==> config.mk <==
export PLATFORM = sky130hd
export DESIGN_NAME = pwm_input_timer
export DESIGN_NICKNAME = d
export VERILOG_FILES = /design/src/hw/pwm_timer_pkg.sv /design/src/hw/pwm_input_sampler.sv /design/src/hw/pwm_input_timer.sv
export VERILOG_INCLUDE_DIRS = /design/src /design/src/hw
export SDC_FILE = /design/constraint.sdc
export NUM_CORES = 1
export LEC_CHECK = 0
export ABC_CLOCK_PERIOD_IN_PS = 4100
export BUFFER_PORTS_ARGS = -buffer_cell sky130_fd_sc_hd__buf_2
export CORE_AREA = 2 2 150 152
export CTS_CLUSTER_DIAMETER = 80
export DETAILED_ROUTE_END_ITERATION = 16
export DIE_AREA = 0 0 152 154
export GPL_ROUTABILITY_DRIVEN = 0
export PLACE_DENSITY_LB_ADDON = 0.1
export SKIP_LAST_GASP = 1
export SYNTH_ARGS = -nofsm -noshare
export SYNTH_HDL_FRONTEND = slang
export SYNTH_SLANG_ARGS = --single-unit
==> constraint.sdc <==
create_clock -name i_clock -period 4.1 [get_ports i_clock]
set_input_delay 0.41 -clock i_clock [delete_from_list [all_inputs] [get_ports i_clock]]
set_output_delay 0.41 -clock i_clock [all_outputs]
set_load 0.05 [all_outputs]
==> src/hw/pwm_timer_map.svh <==
// Constants for the PWM input measuring timer: field positions, reset values and counts.
`ifndef PWM_TIMER_MAP_SVH
`define PWM_TIMER_MAP_SVH

// ----------------------------------------------------------------
// Control register one field positions
// ----------------------------------------------------------------
`define CR1_COUNT_EN_BIT   0
`define CR1_DIR_LSB        4
`define CR1_DIR_MSB        5
`define CR1_CLKDIV_LSB     8
`define CR1_CLKDIV_MSB     9
`define CR1_WIDE_BIT       10

// ----------------------------------------------------------------
// Interrupt enable register field positions
// ----------------------------------------------------------------
`define IEN_UPDATE_BIT     0
`define IEN_CAPTURE_BIT    1
`define IEN_TRIGGER_BIT    6

// ----------------------------------------------------------------
// Reset values
// ----------------------------------------------------------------
`define CR1_RESET          16'h0000
`define IEN_RESET          16'h0000
`define PERIOD_RESET       32'hffffffff
`define PRESC_RESET        16'h0000

// ----------------------------------------------------------------
// Timing counts
// ----------------------------------------------------------------
`define NARROW_WIDTH       16
`define WIDE_WIDTH         32
`define FILTER_DIV_MAX     4

`endif

==> src/hw/pwm_timer_pkg.sv <==
// Types shared by the PWM input measuring timer.
package pwm_timer_pkg;

  // Counter direction modes
  typedef enum logic [1:0] {
    DIR_UP,
    DIR_DOWN,
    DIR_UPDOWN,
    DIR_UPDOWN_ALT
  } count_dir_t;

  // Clock source and slave modes
  typedef enum logic [1:0] {
    SRC_INTERNAL,
    SRC_EXTERNAL,
    SRC_GATED
  } clock_mode_t;

  // Configuration carried as one group
  typedef struct packed {
    logic        count_en;
    count_dir_t  dir;
    logic [1:0]  clk_div;
    logic        wide_en;
    clock_mode_t clk_mode;
    logic        gate_level;
    logic        capture_en;
    logic        capture_rise;
    logic [15:0] presc;
    logic [31:0] period;
    logic [7:0]  repeat_count;
    logic        ien_update;
    logic        ien_trigger;
    logic        ien_capture;
  } timer_cfg_t;

  // Event flags reported by the timer
  typedef struct packed {
    logic update;
    logic trigger;
    logic capture;
  } timer_flags_t;

endpackage

==> src/hw/pwm_input_sampler.sv <==
// Input sampler: divided sampling clock, filtered level and edge detection.
`timescale 1ns/10ps
`include "pwm_timer_map.svh"

module pwm_input_sampler #(
  parameter int DIV_W = 2
) (
  input  wire logic             i_clock,
  input  wire logic             i_resetn,
  input  wire logic [DIV_W-1:0] i_clk_div,
  input  wire logic             i_pin,
  output logic                  o_level,
  output logic                  o_rise,
  output logic                  o_fall,
  output logic                  o_sample_tick
);

  // ----------------------------------------------------------------
  // Sampling divider and filter
  // ----------------------------------------------------------------
  logic [2:0] div_cnt_reg,  div_cnt_next;   // Sample clock divider
  logic [1:0] hist_reg,     hist_next;      // Last two samples
  logic       level_reg,    level_next;     // Filtered level
  logic       rise_reg,     rise_next;      // Rising edge pulse
  logic       fall_reg,     fall_next;      // Falling edge pulse
  logic       tick_reg,     tick_next;      // Sample enable pulse
  logic [2:0] div_limit;                    // Divide factor minus one

  // Division 1, 2 or 4; code 3 is treated as 4
  always_comb begin
    case (i_clk_div)
      2'd0:    div_limit = 3'd0;
      2'd1:    div_limit = 3'd1;
      default: div_limit = 3'(`FILTER_DIV_MAX - 1);
    endcase
  end

  // Two equal samples are needed before the level moves; trades one
  // sample period of delay for immunity to single-sample glitches.
  always_comb begin
    div_cnt_next = div_cnt_reg;
    hist_next    = hist_reg;
    level_next   = level_reg;
    rise_next    = 1'b0;
    fall_next    = 1'b0;
    tick_next    = 1'b0;
    if (div_cnt_reg >= div_limit) begin // Sample point
      div_cnt_next = 3'd0;
      tick_next    = 1'b1;
      hist_next    = {hist_reg[0], i_pin};
      if (hist_reg[0] == i_pin && i_pin != level_reg) begin
        level_next = i_pin;
        rise_next  = i_pin;
        fall_next  = ~i_pin;
      end
    end else begin
      div_cnt_next = div_cnt_reg + 3'd1;
    end
  end

  // Register the sampler state
  always_ff @(posedge i_clock or negedge i_resetn) begin
    if (!i_resetn) begin
      div_cnt_reg <= 3'd0;
      hist_reg    <= 2'b00;
      level_reg   <= 1'b0;
      rise_reg    <= 1'b0;
      fall_reg    <= 1'b0;
      tick_reg    <= 1'b0;
    end else begin
      div_cnt_reg <= div_cnt_next;
      hist_reg    <= hist_next;
      level_reg   <= level_next;
      rise_reg    <= rise_next;
      fall_reg    <= fall_next;
      tick_reg    <= tick_next;
    end
  end

  assign o_level       = level_reg;
  assign o_rise        = rise_reg;
  assign o_fall        = fall_reg;
  assign o_sample_tick = tick_reg;

endmodule

==> src/hw/pwm_input_timer.sv <==
// Top of the PWM input measuring timer: prescaler, counter, capture and events.
//
// Summary of operation
// - 16-bit prescaled counter; wide timers go 32-bit.
// - Wide mode widens counter, period, capture to 32.
// - Wide enable bit only on wide timers.
// - Direction up, down or alternating up/down.
// - Period, prescaler and count mode are programmable.
// - Separate clock division sets filter sampling clock.
// - Repetition count exists only on advanced timers.
// - Per-source interrupt enables gate each interrupt.
// - External mode counts rising edges of the filtered input.
// - Active edge latches counter, raises capture interrupt.
// - Gated mode counts only at selected level.
`timescale 1ns/10ps
`include "pwm_timer_map.svh"

module pwm_input_timer
  import pwm_timer_pkg::*;
#(
  parameter bit WIDE_CAPABLE = 1'b1,   // Wide timer instance
  parameter bit ADVANCED     = 1'b0    // Advanced timer instance
) (
  input  wire logic                       i_clock,
  input  wire logic                       i_resetn,
  input  wire pwm_timer_pkg::timer_cfg_t  i_cfg,
  input  wire logic                       i_pin,
  input  wire logic                       i_trigger,
  input  wire pwm_timer_pkg::timer_flags_t i_flag_clear,
  output logic [31:0]                     o_counter_value,
  output logic [31:0]                     o_channel_data_value,
  output pwm_timer_pkg::timer_flags_t     o_flags,
  output logic                            o_update_irq,
  output logic                            o_trigger_irq,
  output logic                            o_capture_irq,
  output logic                            o_sample_tick
);
  import pwm_timer_pkg::*;

  // ----------------------------------------------------------------
  // Width helpers
  // ----------------------------------------------------------------
  // Effective wide mode: the bit is ignored on narrow timers
  function automatic logic eff_wide(input logic wide_bit);
    eff_wide = WIDE_CAPABLE & wide_bit;
  endfunction

  // Truncate a value to the active counter width
  function automatic logic [31:0] fit(input logic [31:0] v, input logic wide);
    fit = wide ? v : {16'h0000, v[15:0]};
  endfunction

  // ----------------------------------------------------------------
  // Input sampler
  // ----------------------------------------------------------------
  logic pin_level;   // Filtered input level
  logic pin_rise;    // Filtered rising edge
  logic pin_fall;    // Filtered falling edge
  logic tick;        // Sampling enable

  pwm_input_sampler #(.DIV_W(2)) u_sampler (
    .i_clock       (i_clock),
    .i_resetn      (i_resetn),
    .i_clk_div     (i_cfg.clk_div),
    .i_pin         (i_pin),
    .o_level       (pin_level),
    .o_rise        (pin_rise),
    .o_fall        (pin_fall),
    .o_sample_tick (tick)
  );

  // ----------------------------------------------------------------
  // Counter state
  // ----------------------------------------------------------------
  logic [15:0]  psc_reg,   psc_next;    // Prescaler count
  logic [31:0]  cnt_reg,   cnt_next;    // Counter value
  logic         down_reg,  down_next;   // Up/down phase
  logic [7:0]   rep_reg,   rep_next;    // Repetition count
  logic [31:0]  cap_reg,   cap_next;    // Channel data value
  timer_flags_t flag_reg,  flag_next;   // Sticky event flags
  logic         uirq_reg,  uirq_next;   // Update interrupt
  logic         tirq_reg,  tirq_next;   // Trigger interrupt
  logic         cirq_reg,  cirq_next;   // Capture interrupt
  logic         tick_reg;               // Registered sample tick

  logic         wide;       // Active wide mode
  logic [31:0]  period;     // Active period
  logic         step_src;   // Raw step before prescaling
  logic         step;       // Prescaled counter step
  logic         overflow;   // Period or zero reached
  logic         update_ev;  // Update event after repetition
  logic         cap_edge;   // Active capture edge

  // Pick the counting source and apply the prescaler
  always_comb begin
    wide      = eff_wide(i_cfg.wide_en);
    period    = fit(i_cfg.period, wide);
    cap_edge  = i_cfg.capture_en & (i_cfg.capture_rise ? pin_rise : pin_fall);
    case (i_cfg.clk_mode)
      SRC_EXTERNAL: step_src = pin_rise;
      SRC_GATED:    step_src = (pin_level == i_cfg.gate_level);
      default:      step_src = 1'b1;
    endcase
    step     = 1'b0;
    psc_next = psc_reg;
    if (i_cfg.count_en && step_src) begin
      if (psc_reg >= i_cfg.presc) begin
        psc_next = 16'h0000;
        step     = 1'b1;
      end else begin
        psc_next = psc_reg + 16'h0001;
      end
    end
  end

  // Counter, direction, repetition and update event
  always_comb begin
    cnt_next  = cnt_reg;
    down_next = down_reg;
    rep_next  = rep_reg;
    overflow  = 1'b0;
    update_ev = 1'b0;
    if (i_cfg.count_en && step) begin
      case (i_cfg.dir)
        DIR_UP: begin
          if (cnt_reg >= period) begin
            cnt_next = 32'h0;
            overflow = 1'b1;
          end else begin
            cnt_next = fit(cnt_reg + 32'h1, wide);
          end
        end
        DIR_DOWN: begin
          if (cnt_reg == 32'h0) begin
            cnt_next = period;
            overflow = 1'b1;
          end else begin
            cnt_next = fit(cnt_reg - 32'h1, wide); // Narrowing mid-count must not leave a high half
          end
        end
        default: begin
          // Turn around at both ends; each end is an update
          if (!down_reg) begin
            if (cnt_reg >= period) begin
              cnt_next  = (period == 32'h0) ? 32'h0 : period - 32'h1;
              down_next = 1'b1;
              overflow  = 1'b1;
            end else begin
              cnt_next = fit(cnt_reg + 32'h1, wide);
            end
          end else begin
            if (cnt_reg == 32'h0) begin
              cnt_next  = (period == 32'h0) ? 32'h0 : 32'h1;
              down_next = 1'b0;
              overflow  = 1'b1;
            end else begin
              cnt_next = fit(cnt_reg - 32'h1, wide);
            end
          end
        end
      endcase
    end else if (!wide) begin
      cnt_next = fit(cnt_reg, 1'b0); // Drop high half after narrowing
    end
    // Repetition only on advanced timers; others update on every overflow
    if (overflow) begin
      if (ADVANCED && rep_reg != 8'h00) begin
        rep_next = rep_reg - 8'h01;
      end else begin
        rep_next  = ADVANCED ? i_cfg.repeat_count : 8'h00;
        update_ev = 1'b1;
      end
    end
  end

  // Capture, flags and interrupt lines; a set wins over a clear
  always_comb begin
    cap_next  = cap_reg;
    flag_next = flag_reg & ~i_flag_clear;
    if (cap_edge) begin
      cap_next          = fit(cnt_reg, wide);
      flag_next.capture = 1'b1;
    end
    if (update_ev) begin
      flag_next.update = 1'b1;
    end
    if (i_trigger) begin
      flag_next.trigger = 1'b1;
    end
    uirq_next = flag_next.update  & i_cfg.ien_update;
    tirq_next = flag_next.trigger & i_cfg.ien_trigger;
    cirq_next = flag_next.capture & i_cfg.ien_capture;
  end

  // Register all timer state
  always_ff @(posedge i_clock or negedge i_resetn) begin
    if (!i_resetn) begin
      psc_reg  <= 16'h0000;
      cnt_reg  <= 32'h0;
      down_reg <= 1'b0;
      rep_reg  <= 8'h00;
      cap_reg  <= 32'h0;
      flag_reg <= '0;
      uirq_reg <= 1'b0;
      tirq_reg <= 1'b0;
      cirq_reg <= 1'b0;
      tick_reg <= 1'b0;
    end else begin
      psc_reg  <= psc_next;
      cnt_reg  <= cnt_next;
      down_reg <= down_next;
      rep_reg  <= rep_next;
      cap_reg  <= cap_next;
      flag_reg <= flag_next;
      uirq_reg <= uirq_next;
      tirq_reg <= tirq_next;
      cirq_reg <= cirq_next;
      tick_reg <= tick;
    end
  end

  assign o_counter_value      = cnt_reg;
  assign o_channel_data_value = cap_reg;
  assign o_flags              = flag_reg;
  assign o_update_irq         = uirq_reg;
  assign o_trigger_irq        = tirq_reg;
  assign o_capture_irq        = cirq_reg;
  assign o_sample_tick        = tick_reg;

  // ----------------------------------------------------------------
  // Assertions
  // ----------------------------------------------------------------
  property p_hold_disabled;
    @(posedge i_clock) disable iff (!i_resetn)
      (!i_cfg.count_en && !$past(i_cfg.count_en) && $past(wide) == $past(wide, 2)) |-> $stable(cnt_reg);
  endproperty
  a_hold_disabled: assert property (p_hold_disabled) else $error("Counter moved while disabled");

  property p_narrow_range;
    @(posedge i_clock) disable iff (!i_resetn)
      !$past(wide) |-> (cnt_reg[31:16] == 16'h0000 && (WIDE_CAPABLE || cap_reg[31:16] == 16'h0000));
  endproperty
  a_narrow_range: assert property (p_narrow_range) else $error("Narrow timer exceeded 16 bits");

  property p_capture_latch;
    @(posedge i_clock) disable iff (!i_resetn)
      (cap_edge && wide) |=> (cap_reg == $past(cnt_reg) && flag_reg.capture);
  endproperty
  a_capture_latch: assert property (p_capture_latch) else $error("Capture did not latch counter");

  property p_update_flag;
    @(posedge i_clock) disable iff (!i_resetn)
      update_ev |=> flag_reg.update;
  endproperty
  a_update_flag: assert property (p_update_flag) else $error("Update flag not set");

  property p_up_reload;
    @(posedge i_clock) disable iff (!i_resetn)
      (step && i_cfg.dir == DIR_UP && cnt_reg >= period) |=> cnt_reg == 32'h0;
  endproperty
  a_up_reload: assert property (p_up_reload) else $error("Up counter did not reload");

  property p_irq_gate;
    @(posedge i_clock) disable iff (!i_resetn)
      !$past(i_cfg.ien_update) |-> !o_update_irq;
  endproperty
  a_irq_gate: assert property (p_irq_gate) else $error("Update interrupt while disabled");

  property p_gated_hold;
    @(posedge i_clock) disable iff (!i_resetn)
      (i_cfg.clk_mode == SRC_GATED && pin_level != i_cfg.gate_level) |-> !step;
  endproperty
  a_gated_hold: assert property (p_gated_hold) else $error("Gated counter stepped at wrong level");

  property p_ext_edge;
    @(posedge i_clock) disable iff (!i_resetn)
      (i_cfg.clk_mode == SRC_EXTERNAL && !pin_rise) |-> !step;
  endproperty
  a_ext_edge: assert property (p_ext_edge) else $error("External mode stepped without edge");

  property p_down_step;
    @(posedge i_clock) disable iff (!i_resetn)
      (step && i_cfg.dir == DIR_DOWN && cnt_reg != 32'h0) |=> cnt_reg == fit($past(cnt_reg) - 32'h1, $past(wide));
  endproperty
  a_down_step: assert property (p_down_step) else $error("Down counter did not decrement");

  property p_tick_spacing;
    @(posedge i_clock) disable iff (!i_resetn)
      (tick && i_cfg.clk_div == 2'd1 && $past(i_cfg.clk_div) == 2'd1) |=> !tick;
  endproperty
  a_tick_spacing: assert property (p_tick_spacing) else $error("Sampling clock not divided");

endmodule

==> impl_metrics.ini <==
[drt]
drtIter0Drc = 734
drcViolationCount = 0
wire_per_inst_um = 20.7
drt_pre_antenna_iters = 5
drt-met1-wl_mm = 14.1
viasPerCell = 5.92
routed-wl-met2_mm = 13.9
drt_wl_total_mm = 31.2
dr_wl_met3_mm = 2.08
ant_nets = 0
top_layer_used = met4
dr_total_vias = 8923

[die]
rows = 54
die_area_um2 = 23400
fp.coreArea_um2 = 21700
initial_utilization_pct = 39.7
die_h_um = 154
die_w_um = 152
pin_count = 148

[synthesis]
yosysUniqueCellTypes = 75
yosysWarningCount = 0
syn-instance-count = 1103
syn-cell-area_um2 = 8620
post_synth.cell_area_avg_um2 = 7.82
ys_ff_latch = 96
yosysSeqAreaShare_pct = 27.9
synth_edf_count = 0
synthArstFlopShare_pct = 100
synth_flop_cell = dfrtp_1
synth_fp_nets = 1239

[cts]
insertion_delay_ns = 0.37
cts-root-buf = clkbuf_16
cts_sinks = 96
clkTransAtPathRegs_ns = 0.08
cts_buffers = 9
cts_tree = done
cts_setup_buffers = 0
cts_resized = 0
clock_path_buffers = 2
hold_buffers = 0
cts.htree.levels = 3

[critical_path]
cp_cell_sequence = buf_2, nand2_1, ha_1, nand4_1, or4_1, a311oi_2, nor2_2, buf_4, or3_1, a21oi_1, a2bb2oi_1
crit_type = primary input to flop
cp.arrival_ns = 3.74
slowest_stage = or4_1
ff2ff_setup_slack_ns = 0.72
worst-path-max-fanout = 27
required_ns = 4.39
endpoint_kind = flop
crit_path_max_incr_delay_ns = 0.66
cp-start-kind = primary input

[power]
powerDensity_nw_per_um2 = 258
ir_worst_vdd_mv = 0.180
leakage_uw = 0.00457

[placement]
port_buffers = 139
pre_cts_ws_ns = 0.381
hpwl_mm = 22.8

[sta]
hold_viol = 0
finalCriticalPeriod_ns = 3.45
fin_setup_tns_ns = 0
clock.fmax_mhz = 290
rsz0062_at_grt = false
slew_headroom_pct = 27.8
worst_slew_pin_slew_ns = 1.08
finalSetupViolCount = 0
fin_skew_ns = 0.00990
setup_slack_ns = 0.652
drv_slew = 0
finalCritPeriodShare_pct = 84.1

[cells_and_area]
area_delta_synth_final_pct = 16.2
nFillCells = 2255
fin_nets = 1359
final_cell_mix = buf_2 (138), nand2_1 (130), dfrtp_1 (96)
drive_gt1_share_pct = 19.2
diodes = 0
final_common_cell = buf_2

[run_status]
status = finished, final reports clean

[global_routing]
grt_pass1_wl_mm = 49.4
grt-ovfl-total = 0
first_global_vias = 8599
antenna_found_initial = 0
grt_usage_pct = 26.5
grt_max_degree = 55

[min_path]
hp-class = primary input to asynchronous set/reset pin

[flow_run]
max_cap_viol_count = 0
## synthesized netlist by cell type (22+ instances only)
cell type | count | area share [%]
ha_1 | 59 | 8.6
o21ai_0 | 66 | 3.8
clkbuf_1 | 53 | 2.3
xnor2_1 | 54 | 5.5
nor2_1 | 83 | 3.6
xor2_1 | 22 | 2.2
nor4_1 | 23 | 1.7
inv_1 | 51 | 2.2
nor3_1 | 48 | 2.8
nand2_1 | 131 | 5.7
nand3_1 | 49 | 2.8
a21oi_1 | 60 | 3.5
nand4_1 | 28 | 2.0
dfrtp_1 | 96 | 28
## power breakdown
part / leakage, uW / internal, uW / switching (uW)
logic: 0.00314 / 201 / 400
clock network: 0.000145 / 439 / 446
registers: 0.00129 / 1030 / 68.1
## worst paths after layout
path / startpoint / end / cells past startpoint
max in group asynchronous: i_resetn / o_channel_data_value[0] / 2
hold reg to reg: u_sampler.o_sample_tick / o_sample_tick / 0
setup / recovery: i_cfg[64] / o_counter_value[1] / 11
min in group i_clock: i_trigger / o_flags[1] / 2
hold / removal: i_resetn / psc_reg[10] / 1
setup reg to reg: o_counter_value[13] / o_counter_value[1] / 10
## cell type report
| cell class | count | area, um^2 | share of cell area, % |
|---|---|---|---|
| multi-input combinational | 879 | 5720 | 57.1 |
| sequential | 96 | 2400 | 24.0 |
| timing repair buffer | 186 | 1060 | 10.6 |
| tap | 280 | 350 | 3.50 |
| clock buffer | 10 | 239 | 2.39 |
| inverter | 51 | 191 | 1.91 |
| clock inverter | 6 | 51.3 | 0.512 |
## cells by family (layout without fill, tap and decap cells)
logic type	after synthesis	in the layout	synth area share (%)
adder cells (fa/ha/maj)	59	59	8.56
multiplexers	19	19	2.41
flip-flops	96	96	27.9
AND/OR/NAND/NOR	457	457	26.8
AO/OA/AOI/OAI	268	268	20.7
buffers and inverters	128	253	5.98
XOR/XNOR	76	76	7.72
## stage by stage
step / power (uW) / area (um^2) / util, % / std cells / hold WS [ns]
floorplan: 1510 / 8620 / - / 1103 / 0.114
global placement: 1710 / 9730 / 44.8 / 1492 / 0.338
detailed placement: 1720 / 9730 / 44.8 / 1492 / 0.349
CTS: 2610 / 10000 / 46.2 / 1508 / 0.125
global route: 2730 / 10000 / 46.2 / 1508 / 0.143
finish: 2580 / 10000 / 46.2 / 1508 / 0.0929
## worst max-delay path: cells and delay by family
family	cells	cell delay, ns
fa+ha+maj	1	0.33
buf+inv	2	0.63
simple gates	5	1.55
compound gates	3	0.78
## layer usage
metal  track usage (%)  vias up
met5                 0        -
met4              11.5        0
met3              3.04       59
met2              40.9      367
met1              37.5     4222
li1                  -     4275
Note: power is estimated with default switching activity, not from simulation.
